--- src/hdl/iss_pkg.sv ---
package iss_pkg;
  localparam logic [7:0] CTRL1_OFF = 8'h00;
  localparam logic [7:0] DATA_OFF = 8'h04;
  localparam logic [7:0] ADDR_OFF = 8'h08;
  localparam logic [7:0] IRQ_STAT_OFF = 8'h0C;
  localparam logic [7:0] IRQ_MASK_OFF = 8'h10;
  localparam logic [7:0] WAKE_OFF = 8'h14;
  localparam int BIT_DONE = 7;
  localparam int BIT_HIT = 6;
  localparam int BIT_BUSY = 5;
  localparam int BIT_TXSEL = 4;
  localparam int BIT_ACKCTL = 3;
  localparam int BIT_RW = 2;
  localparam int BIT_WAKE = 1;
  localparam int BIT_RXACK = 0;
  localparam logic [7:0] CTRL1_RESET = 8'h81;
  localparam logic [7:0] CTRL1_WMASK = 8'h1A;
  localparam int IRQ_DONE = 0;
  localparam int IRQ_HIT = 1;
  localparam int IRQ_STOP = 2;
  localparam logic [1:0] RESP_OKAY = 2'h0;
  localparam logic [1:0] RESP_SLVERR = 2'h2;
  localparam logic [3:0] BITS_PER_BYTE = 4'h8;
  localparam logic [3:0] ACK_SLOT = 4'h9;
endpackage

--- src/hdl/iss_sync_bank.sv ---
`timescale 1ns/1ps
`default_nettype none
module iss_sync_bank (
  input wire logic clock,
  input wire logic resetN,
  input wire logic [1:0] asyncIn,
  output logic [1:0] syncOut
);
  logic [1:0] meta_q;
  // First stage feeds only the second stage
  genvar i;
  for (i = 0; i < 2; i++) begin : g_sync
    always_ff @(posedge clock or negedge resetN) begin
      if (!resetN) begin
        meta_q[i] <= 1'b1;
        syncOut[i] <= 1'b1;
      end else begin
        meta_q[i] <= asyncIn[i];
        syncOut[i] <= meta_q[i];
      end
    end
  end
endmodule // iss_sync_bank
`default_nettype wire

--- src/hdl/iss_i2c_slave.sv ---
// Implementation choices: the AXI4-Lite interface to the registers and the placing of the registers.
`timescale 1ns/1ps
`default_nettype none
// Operation
// - Done flag low while a data byte shifts, sets, interrupts
// - Address hit flag on own address
// - Ack control bit driven on ninth clock
// - Read/write bit captured after address match
// - Wake enable lets address match wake
// - Master ack sampled into received-ack flag
// - Transmitter releases SDA after master nack
// - One shared data register both directions
// - Data only through shared data register
// - Compare against bits seven to one
// - Hold SCL low until data write, or data read in receive mode
module iss_i2c_slave
  import iss_pkg::*;
(
  input wire logic clock,
  input wire logic reset_n,
  input wire logic [31:0] s_axi_awaddr,
  input wire logic s_axi_awvalid,
  output logic s_axi_awready,
  input wire logic [31:0] s_axi_wdata,
  input wire logic [3:0] s_axi_wstrb,
  input wire logic s_axi_wvalid,
  output logic s_axi_wready,
  output logic [1:0] s_axi_bresp,
  output logic s_axi_bvalid,
  input wire logic s_axi_bready,
  input wire logic [31:0] s_axi_araddr,
  input wire logic s_axi_arvalid,
  output logic s_axi_arready,
  output logic [31:0] s_axi_rdata,
  output logic [1:0] s_axi_rresp,
  output logic s_axi_rvalid,
  input wire logic s_axi_rready,
  input wire logic sclIn,
  output logic sclOut,
  output logic sclOe,
  input wire logic sdaIn,
  output logic sdaOut,
  output logic sdaOe,
  output logic irq,
  output logic wakeReq
);
  import iss_pkg::*;

  typedef enum logic [3:0] {
    ST_IDLE = 4'b0001,
    ST_SHIFT = 4'b0010,
    ST_ACK = 4'b0100,
    ST_HOLD = 4'b1000
  } iss_state_t;

  typedef struct packed {
    logic [7:0] ctrl;
    logic [7:0] shData;
    logic [7:0] ownAddr;
    logic [2:0] irqStat;
    logic [2:0] irqMask;
    iss_state_t state;
    logic [3:0] bitCnt;
    logic addrPhase;
    logic active;
    logic sclPrev;
    logic sdaPrev;
    logic sdaDrive;
    logic sclHold;
    logic wake;
    logic awGot;
    logic wGot;
    logic [7:0] awAddr;
    logic [31:0] wData;
    logic [3:0] wStrb;
    logic bValid;
    logic [1:0] bResp;
    logic rValid;
    logic [31:0] rData;
    logic [1:0] rResp;
  } iss_regs_t;

  iss_regs_t cur_q, cur_d;
  logic [1:0] rstSync_q;
  logic resetN;
  logic [1:0] pinSync;
  logic scl, sda, sclRise, sclFall, startCond, stopCond;
  logic doWrite, doRead;

  // Reset stages kept apart from the state so it has a single driver
  always_ff @(posedge clock or negedge reset_n) begin
    if (!reset_n) begin
      rstSync_q <= 2'h0;
    end else begin
      rstSync_q <= {rstSync_q[0], 1'b1};
    end
  end
  assign resetN = rstSync_q[1];

  iss_sync_bank u_sync (
    .clock(clock),
    .resetN(resetN),
    .asyncIn({sclIn, sdaIn}),
    .syncOut(pinSync)
  );
  assign scl = pinSync[1];
  assign sda = pinSync[0];
  assign sclRise = scl && !cur_q.sclPrev;
  assign sclFall = !scl && cur_q.sclPrev;
  assign startCond = scl && cur_q.sclPrev && cur_q.sdaPrev && !sda;
  assign stopCond = scl && cur_q.sclPrev && !cur_q.sdaPrev && sda;
  assign doWrite = cur_q.awGot && cur_q.wGot && !cur_q.bValid;
  assign doRead = s_axi_arvalid && s_axi_arready;

  always_comb begin
    cur_d = cur_q;
    cur_d.sclPrev = scl;
    cur_d.sdaPrev = sda;
    cur_d.wake = 1'b0;
    if (s_axi_awvalid && s_axi_awready) begin
      cur_d.awGot = 1'b1;
      cur_d.awAddr = s_axi_awaddr[7:0];
    end
    if (s_axi_wvalid && s_axi_wready) begin
      cur_d.wGot = 1'b1;
      cur_d.wData = s_axi_wdata;
      cur_d.wStrb = s_axi_wstrb;
    end
    if (s_axi_bvalid && s_axi_bready) begin
      cur_d.bValid = 1'b0;
    end
    if (s_axi_rvalid && s_axi_rready) begin
      cur_d.rValid = 1'b0;
    end
    // Serial engine
    case (cur_q.state)
      ST_IDLE: begin
        cur_d.sdaDrive = 1'b0;
      end
      ST_SHIFT: begin
        if (sclRise) begin
          cur_d.bitCnt = cur_q.bitCnt + 4'h1;
          if (!(cur_q.ctrl[BIT_TXSEL] && !cur_q.addrPhase)) begin
            cur_d.shData = {cur_q.shData[6:0], sda};
          end
        end
        if (sclFall) begin
          if (cur_q.bitCnt == BITS_PER_BYTE) begin
            cur_d.state = ST_ACK;
            cur_d.sdaDrive = 1'b0;
            if (cur_q.addrPhase) begin
              if (cur_q.shData[7:1] == cur_q.ownAddr[7:1]) begin
                cur_d.ctrl[BIT_HIT] = 1'b1;
                cur_d.ctrl[BIT_RW] = cur_q.shData[0];
                cur_d.sdaDrive = 1'b1;
                cur_d.wake = cur_q.ctrl[BIT_WAKE];
              end else begin
                cur_d.active = 1'b0;
                cur_d.ctrl[BIT_HIT] = 1'b0;
              end
            end else if (!cur_q.ctrl[BIT_TXSEL]) begin
              cur_d.sdaDrive = !cur_q.ctrl[BIT_ACKCTL];
            end
          end else if (cur_q.ctrl[BIT_TXSEL] && !cur_q.addrPhase) begin
            cur_d.sdaDrive = !cur_q.shData[7];
            cur_d.shData = {cur_q.shData[6:0], 1'b0};
          end
        end
      end
      ST_ACK: begin
        if (sclRise && cur_q.active && cur_q.ctrl[BIT_TXSEL]
            && !cur_q.addrPhase) begin
          cur_d.ctrl[BIT_RXACK] = sda;
        end
        if (sclFall) begin
          cur_d.sdaDrive = 1'b0;
          cur_d.bitCnt = 4'h0;
          if (!cur_q.active) begin
            cur_d.state = ST_IDLE;
          end else begin
            cur_d.ctrl[BIT_DONE] = 1'b1;
            cur_d.irqStat[cur_q.addrPhase ? IRQ_HIT : IRQ_DONE] = 1'b1;
            cur_d.sclHold = 1'b1;
            cur_d.state = ST_HOLD;
            // Nack from master: SDA stays released for STOP
            if (cur_q.ctrl[BIT_TXSEL] && !cur_q.addrPhase
                && cur_q.ctrl[BIT_RXACK]) begin
              cur_d.sclHold = 1'b0;
              cur_d.state = ST_IDLE;
            end
          end
          cur_d.addrPhase = 1'b0;
        end
      end
      ST_HOLD: begin
        cur_d.sdaDrive = 1'b0;
      end
      default: begin
        cur_d.state = ST_IDLE;
      end
    endcase
    // Register writes
    if (doWrite) begin
      cur_d.awGot = 1'b0;
      cur_d.wGot = 1'b0;
      cur_d.bValid = 1'b1;
      cur_d.bResp = RESP_OKAY;
      case (cur_q.awAddr)
        CTRL1_OFF: begin
          if (cur_q.wStrb[0]) begin
            cur_d.ctrl = (cur_d.ctrl & ~CTRL1_WMASK)
              | (cur_q.wData[7:0] & CTRL1_WMASK);
          end
        end
        DATA_OFF: begin
          if (cur_q.wStrb[0]) begin
            cur_d.shData = cur_q.wData[7:0];
            if (cur_q.state == ST_HOLD) begin
              cur_d.sclHold = 1'b0;
              cur_d.state = ST_SHIFT;
              cur_d.ctrl[BIT_DONE] = 1'b0;
              if (cur_q.ctrl[BIT_TXSEL]) begin
                cur_d.sdaDrive = !cur_q.wData[7];
                cur_d.shData = {cur_q.wData[6:0], 1'b0};
              end
            end
          end
        end
        ADDR_OFF: begin
          if (cur_q.wStrb[0]) begin
            cur_d.ownAddr = cur_q.wData[7:0];
          end
        end
        IRQ_STAT_OFF: begin
          // Hardware set wins over software clear
          cur_d.irqStat = cur_d.irqStat & ~(cur_q.wData[2:0]
            & ~(cur_d.irqStat & ~cur_q.irqStat));
        end
        IRQ_MASK_OFF: begin
          cur_d.irqMask = cur_q.wData[2:0];
        end
        default: begin
          cur_d.bResp = RESP_SLVERR;
        end
      endcase
    end
    // Register reads
    if (doRead) begin
      cur_d.rValid = 1'b1;
      cur_d.rResp = RESP_OKAY;
      cur_d.rData = 32'h0000_0000;
      case (s_axi_araddr[7:0])
        CTRL1_OFF: cur_d.rData[7:0] = cur_q.ctrl;
        DATA_OFF: begin
          cur_d.rData[7:0] = cur_q.shData;
          if (cur_q.state == ST_HOLD && !cur_q.ctrl[BIT_TXSEL]) begin
            cur_d.sclHold = 1'b0;
            cur_d.state = ST_SHIFT;
            cur_d.ctrl[BIT_DONE] = 1'b0;
          end
        end
        ADDR_OFF: cur_d.rData[7:0] = cur_q.ownAddr;
        IRQ_STAT_OFF: cur_d.rData[2:0] = cur_q.irqStat;
        IRQ_MASK_OFF: cur_d.rData[2:0] = cur_q.irqMask;
        default: cur_d.rResp = RESP_SLVERR;
      endcase
    end
    // Bus conditions override the engine
    if (startCond) begin
      cur_d.ctrl[BIT_BUSY] = 1'b1;
      cur_d.ctrl[BIT_HIT] = 1'b0;
      cur_d.state = ST_SHIFT;
      cur_d.bitCnt = 4'h0;
      cur_d.addrPhase = 1'b1;
      cur_d.active = 1'b1;
      cur_d.sdaDrive = 1'b0;
      cur_d.sclHold = 1'b0;
    end
    if (stopCond) begin
      cur_d.ctrl[BIT_BUSY] = 1'b0;
      cur_d.irqStat[IRQ_STOP] = 1'b1;
      cur_d.state = ST_IDLE;
      cur_d.active = 1'b0;
      cur_d.sdaDrive = 1'b0;
      cur_d.sclHold = 1'b0;
    end
  end

  // Line history resets to the idle level so no false edge follows reset
  always_ff @(posedge clock or negedge resetN) begin
    if (!resetN) begin
      cur_q <= '{ctrl: CTRL1_RESET, state: ST_IDLE, sclPrev: 1'b1,
        sdaPrev: 1'b1, default: '0};
    end else begin
      cur_q <= cur_d;
    end
  end

  assign s_axi_awready = !cur_q.awGot && !cur_q.bValid;
  assign s_axi_wready = !cur_q.wGot && !cur_q.bValid;
  assign s_axi_bvalid = cur_q.bValid;
  assign s_axi_bresp = cur_q.bResp;
  assign s_axi_arready = !cur_q.rValid;
  assign s_axi_rvalid = cur_q.rValid;
  assign s_axi_rdata = cur_q.rData;
  assign s_axi_rresp = cur_q.rResp;
  // Open drain: only ever pull low
  assign sdaOut = 1'b0;
  assign sdaOe = cur_q.sdaDrive;
  assign sclOut = 1'b0;
  assign sclOe = cur_q.sclHold;
  assign irq = |(cur_q.irqStat & cur_q.irqMask);
  assign wakeReq = cur_q.wake;
endmodule // iss_i2c_slave
`default_nettype wire

--- config.mk ---
export PLATFORM = sky130hd
export DESIGN_NAME = iss_i2c_slave
export DESIGN_NICKNAME = d
export VERILOG_FILES = /design/src/hdl/iss_pkg.sv /design/src/hdl/iss_sync_bank.sv /design/src/hdl/iss_i2c_slave.sv
export SDC_FILE = /design/constraint.sdc
export NUM_CORES = 1
export LEC_CHECK = 0
export ABC_AREA = 1
export BUFFER_PORTS_ARGS = -buffer_cell sky130_fd_sc_hd__clkbuf_2
export CAP_MARGIN = 20
export CORE_MARGIN = 2
export CORE_UTILIZATION = 35
export DETAILED_ROUTE_END_ITERATION = 16
export GPL_TIMING_DRIVEN = 0
export SYNTH_ARGS = -nofsm -noshare
export SYNTH_HDL_FRONTEND = slang
export SYNTH_HIERARCHICAL = 1
export SYNTH_SLANG_ARGS = --single-unit
--- constraint.sdc ---
create_clock -name clock -period 3.2 [get_ports clock]
set_input_delay 0.48 -clock clock [delete_from_list [all_inputs] [get_ports clock]]
set_output_delay 0.48 -clock clock [all_outputs]
set_load 0.005 [all_outputs]
==> impl_metrics.csv, run 1 <==
group,metric,value,unit
critical_path,crit_fanout,8,
timing,finalMaxSlewViolations,0,
synthesis,synthTopCellsByCount,"nand2_1 (123), dfrtp_1 (73), inv_1 (63), nor2_1 (51), o21ai_0 (48)",
placement,port_buffers,52,
floorplan,fp.dieArea,13300,um^2
synthesis,ys.flop_type,"dfrtp_1",
critical_path,arrival,1.90,ns
global_routing,grt_pass1_wl,16900,um
detailed_routing,drtIter0Drc,174,
synthesis,yosys.area.top_type_share,42.1,%
floorplan,placementRows,40,
synthesis,synth_most_common_cell,"nand2_1",
timing,finalHoldViolations,0,
critical_path,required,3.41,ns
global_routing,grt_max_degree,52,
clock_tree,cts_tree,"done",
job,maxCapViolations,0,
cells_and_area,area_growth,22.6,%
synthesis,ys_ff_latch,82,
critical_path,ff2ff_setup_slack,1.52,ns
critical_path,endpoint_kind,"flip-flop",
synthesis,yosys.area.top_type,"dfrtp_1",
power_and_ir_drop,p_leak,2.74,nW
floorplan,initial_core_util,35.9,%
timing,rsz0062_at_grt,"false",
floorplan,die_x,115,um
timing,holdWs,0.227,ns
cells_and_area,seqCellArea,2070,um^2
global_routing,overflow,0,
cells_and_area,drive_above_1_share,23.1,%
power_and_ir_drop,vdd_drop_max,363,uV
global_routing,grt_use_total,16.2,%
critical_path,worst_setup_path_start_kind,"flip-flop",
placement,dpl_cell_area,4940,um^2
cells_and_area,utilization,44.1,%
synthesis,seq_area_frac_synth,47.6,%
synthesis,synth.distinct_cells,35,
detailed_routing,viasPerCell,4.48,
synthesis,avgSynthCellArea,8.10,um^2
clock_tree,ctsHoldBuffers,1,
power_and_ir_drop,powerDensity,618,nW/um^2
synthesis,synth_area,4330,um^2
status,status,"complete, no violations",
global_routing,grt_pass1_vias,3444,
clock_tree,root_buffer,"clkbuf_16",
detailed_routing,wirelength,10100,um
floorplan,io_pins,156,
clock_tree,cts_resized,0,
clock_tree,clk_pin_slew,0.06,ns
worst_hold_path,hold_path.class,"in2reg",
cells_and_area,final_nets,738,
clock_tree,cts_setup_buffers,0,
placement,place_congestion,0.833,
timing,final.setup_skew,0.00637,ns
clock_tree,clock_latency,0.34,ns
timing,max_freq,594,MHz
detailed_routing,vias,3585,
cells_and_area,insertedDiodeCount,0,
critical_path,path_class,"reg2reg",
clock_tree,numCtsBuffers,9,
timing,fin_crit_sh,52.6,%
detailed_routing,post-route-drc-count,0,
clock_tree,htreeDepth,3,
global_routing,antenna_found_initial,0,
clock_tree,clock_path_buffers,2,
power_and_ir_drop,total_power,3.28,mW
floorplan,dieHeight,115,um
synthesis,synth_area_leaders,"dfrtp_1 (42%), nand2_1 (11%), buf_4 (6.6%)",
synthesis,synth-warning-count,6,
cells_and_area,fillers,1222,
detailed_routing,drtAntennaViolNets,0,
timing,setup_viol,0,
placement,dp_hpwl,7660,um
cells_and_area,fin_area,5310,um^2
cells_and_area,multi_input_area,1800,um^2
synthesis,synth_edf_count,0,
floorplan,coreArea,12100,um^2
clock_tree,cts_sinks,82,
synthesis,synth-async-reset-ratio,100,%
synthesis,syn_inst,535,
detailed_routing,first_pass_iters,4,
timing,period_needed,1.68,ns
detailed_routing,avgRoutedWirePerCell,12.7,um
==> flip-flops by register name (all words and copies together) (netlist names), 2 cells and up <==
| name | flops |
|---|---|
| cur_q | 61 |
| s_axi_rdata | 8 |
| rstSync_q | 2 |
| u_sync/meta_q | 2 |
| u_sync/syncOut | 2 |
==> stage by stage <==
stage / worst slack (ns) / std cells / TNS (ns)
2_1_floorplan: 0.763 / 562 / 0
3_5_place_dp: 1.50 / 783 / 0
5_1_grt: 1.30 / 800 / 0
4_1_cts: 1.52 / 800 / 0
6_report: 1.52 / 800 / 0
3_3_place_gp: -0.151 / 782 / -10.55
==> worst paths after layout <==
path                       cells past startpoint               end         start
hold reg to reg                                0         cur_q[80]  rstSync_q[1]
setup / recovery                               6        cur_q[120]  s_axi_bvalid
min in group asynchronous                      0         cur_q[80]  rstSync_q[1]
max in group asynchronous                      1        cur_q[121]  rstSync_q[1]
setup reg to reg                               6        cur_q[120]  s_axi_bvalid
hold / removal                                 1  u_sync/meta_q[0]         sdaIn
==> cells in the final DEF, fill, tap and decap left out, types with 3 or more instances in the layout <==
master     Yosys  routed
conb_1         2      29
buf_4         38      38
nor2_2         5       5
nor3_1         7       7
nand4_1        6       6
xor2_1         3       3
inv_2          4       4
inv_1         63      63
nor2_4         5       5
a211oi_1       6       6
bufinv_16      0       4
nand2_1      123     123
clkbuf_1       2       3
o21ai_1        4       4
clkbuf_16      0       9
a31oi_1        5       5
xnor2_1        4       4
dfstp_2        9       9
nor2_1        51      51
mux2_2         4       4
o21ai_0       48      48
a21oi_1       21      21
clkbuf_2       0      52
nand3_1       32      32
dfrtp_1       73      72
==> power by group <==
group          switching [mW]  total (mW)  leakage (nW)  internal [mW]
sequential              0.152        1.37          1.01           1.22
combinational           0.375       0.626          1.55          0.250
clock                   0.438        1.29         0.178          0.848
==> critical path, cell delays in order, from the launching register on <==
cell and delay, ns:
dfrtp_1 0.43, inv_2 0.07, nand3_1 0.19, nor2_2 0.26
nand2_1 0.23, a211oi_1 0.31, nor2_1 0.08
==> metal layers <==
metal  vias to the layer above  routed length, um  track usage (%)
li1                       1837                  -                -
met1                      1634               4810             22.2
met2                        97               4670             26.0
met3                        17                459             2.53
met4                         0                174             6.10
met5                         -                  0                0
==> layout make-up <==
cell class | instances | share of cell area [%]
plain buffers | 44 | 6.12
clock buffers | 10 | 4.31
clock inverters | 6 | 2.59
inverters | 67 | 4.73
multi-input cells | 369 | 33.8
flip-flops and latches | 82 | 38.9
well taps | 168 | 3.96
repair buffers | 54 | 5.60
==> cell families (layout without fill, tap and decap cells) <==
| kind of cell | Yosys count | count (layout) | synth area share [%] |
|---|---|---|---|
| AND/OR/NAND/NOR | 238 | 238 | 24.8 |
| flip-flops | 82 | 82 | 47.6 |
| adder cells (fa/ha/maj) | 2 | 2 | 0.577 |
| multiplexers | 4 | 4 | 1.04 |
| AO/OA/AOI/OAI | 89 | 89 | 11.1 |
| other | 2 | 29 | 0.173 |
| XOR/XNOR | 7 | 7 | 1.41 |
| buffers and inverters | 111 | 181 | 13.3 |
(Power assumes the default switching activity.)
==> run 2: changes to the inputs <==
==> constraint.sdc (replaced) <==
create_clock -name clock -period 1.5 [get_ports clock]
set_input_delay 0.225 -clock clock [delete_from_list [all_inputs] [get_ports clock]]
set_output_delay 0.225 -clock clock [all_outputs]
set_load 0.005 [all_outputs]
==> impl_metrics.csv, run 2 (synthesized netlist as in run 1, its figures left out) <==
group,metric,value,unit
status,status,"finished with violations",
status,violations,"negative setup slack",
detailed_routing,vias,3732,
global_routing,antenna_found_initial,0,
floorplan,io_pins,156,
timing,period_needed,1.57,ns
power_and_ir_drop,powerDensity,1240,nW/um^2
cells_and_area,drive_above_1_share,33.0,%
timing,setup_viol,15,
clock_tree,clk_pin_slew,0.06,ns
cells_and_area,regMostFlops,"cur_q",
detailed_routing,drtAntennaViolNets,0,
power_and_ir_drop,swShare,30.3,%
critical_path,critPathMostFrequentCell,"inv_2",
global_routing,grt_use_total,16.8,%
clock_tree,numCtsBuffers,9,
timing,max_freq,638,MHz
power_and_ir_drop,combinationalPowerShare,21.1,%
clock_tree,cts_sinks,82,
clock_tree,root_buffer,"clkbuf_16",
placement,place_congestion,0.843,
timing,finalHoldViolations,0,
critical_path,slowest_stage,"dfrtp_1",
job,maxCapViolations,0,
power_and_ir_drop,total_power,6.99,mW
clock_tree,clock_path_buffers,2,
cells_and_area,mostFrequentLayoutCell,"nand2_1",
floorplan,initial_core_util,35.9,%
timing,rsz0062_at_grt,"true",
timing,finalSetupTns,-0.327,ns
timing,finalMaxSlewViolations,0,
worst_hold_path,hold_path.class,"in2reg",
timing,final.setup_skew,0.0119,ns
power_and_ir_drop,seq_power_share,42.2,%
timing,setup_slack,-0.0673,ns
critical_path,required,1.73,ns
floorplan,fp.dieArea,13300,um^2
power_and_ir_drop,power.share.clock,36.7,%
cells_and_area,largest_register_ffs,61,
critical_path,arrival,1.80,ns
placement,port_buffers,52,
clock_tree,clock_latency,0.34,ns
cells_and_area,final_nets,761,
cells_and_area,mostFrequentLayoutCells,"nand2_1 (107), dfrtp_1 (71), buf_4 (56)",
floorplan,placementRows,40,
cells_and_area,area_growth,30.6,%
critical_path,path_cells,"inv_2, ha_4, nand3_4, inv_2, nand2_1, nor2_1, inv_2, nor2_4, nand3_2, nand2_1, o21ai_1",
power_and_ir_drop,power.switching,2.12,mW
floorplan,coreArea,12100,um^2
global_routing,grt_pass1_wl,17600,um
detailed_routing,wirelength,10700,um
critical_path,crit_fanout,3,
power_and_ir_drop,p_leak,2.86,nW
placement,dp_hpwl,7750,um
global_routing,grt_max_degree,56,
power_and_ir_drop,p_int,4.87,mW
critical_path,worst_setup_path_start_kind,"flip-flop",
timing,fin_crit_sh,104,%
cells_and_area,insertedDiodeCount,0,
detailed_routing,viasPerCell,4.53,
floorplan,dieHeight,115,um
detailed_routing,post-route-drc-count,0,
critical_path,path_class,"reg2reg",
global_routing,overflow,0,
detailed_routing,drtIter0Drc,204,
detailed_routing,avgRoutedWirePerCell,13.0,um
power_and_ir_drop,vdd_drop_max,655,uV
global_routing,grt_pass1_vias,3611,
critical_path,endpoint_kind,"flip-flop",
floorplan,die_x,115,um
critical_path,slowest_delay,0.40,ns
clock_tree,cts_tree,"done",
detailed_routing,first_pass_iters,4,
clock_tree,htreeDepth,3,
## run 2: cell count changes in the layout (fill, tap and decap cells not counted), sizes merged
cell,previous run,this run
dlygate4sd3,1,3
clkbuf,64,65
clkinv,0,1
clkinvlp,0,1
inv,69,67
bufinv,4,3
buf,43,64
## run 2: layer usage
metal	vias to the layer above	track usage [%]	part of all wire, %
met5	-	0	0
met4	0	6.10	1.4
met3	14	2.16	5.3
met2	115	27.1	47
met1	1721	23.4	47
li1	1882	-	-
## run 2: critical path, delay by kind of cell, from the launching register on
family                   cells  cell delay (ns)
buffers and inverters        3             0.22
AO/OA/AOI/OAI                1             0.05
adder cells (fa/ha/maj)      1             0.14
flip-flops                   1             0.40
AND/OR/NAND/NOR              6             0.65
## run 2: final timing paths
kind / startpoint / to / slack, ns / depth (start not counted)
setup reg to reg: cur_q[92] / cur_q[123] / -0.07 / 11
min in group asynchronous: reset_n / rstSync_q[1] / 0.21 / 2
hold / removal: s_axi_bready / s_axi_bvalid / 0.07 / 2
max in group asynchronous: rstSync_q[1] / cur_q[128] / 0.60 / 1
hold reg to reg: rstSync_q[1] / cur_q[94] / 0.25 / 0
setup / recovery: cur_q[92] / cur_q[123] / -0.07 / 11
## run 2: layout make-up
cell class	instances	area [um^2]
Buffer	44	327
Clock buffer	11	243
Clock inverter	5	103
Fill cell	1186	6400
Inverter	67	254
Multi-Input combinational cell	369	1980
Sequential cell	82	2070
Tap cell	168	210
Timing Repair Buffer	77	480
## run 2: power by group through the flow
stage | sequential (mW) | combinational (mW) | clock, mW
6_report | 2.95 | 1.47 | 2.57
5_1_grt | 3.00 | 1.67 | 2.73
4_1_cts | 2.92 | 1.40 | 2.60
3_5_place_dp | 2.95 | 1.34 | 0
3_3_place_gp | 2.96 | 1.27 | 0
2_1_floorplan | 2.88 | 0.949 | 0
## run 2: per-stage QoR
step | hold slack, ns | utilization (%) | instance area (um^2) | setup slack [ns] | cells
floorplan | -0.0706 | - | 4440 | 0.0474 | 562
global placement | 0.0111 | 40.7 | 4910 | -0.378 | 782
CTS | 0.0741 | 45.2 | 5450 | -0.0472 | 811
detailed placement | 0.0135 | 40.9 | 4940 | -0.211 | 783
finish | 0.0679 | 46.9 | 5660 | -0.0673 | 823
global route | 0.0710 | 46.9 | 5660 | -0.135 | 823
## run 2: timing repair
action | 4_1_cts | 5_1_grt
hold endpoints to repair | 4 | 0
setup endpoints to repair | 29 | 49
hold buffers | 3 | 0
setup buffers | 8 | 11
resized for setup | 24 | 44
pin swaps | 7 | 19
cloned | 1 | 1
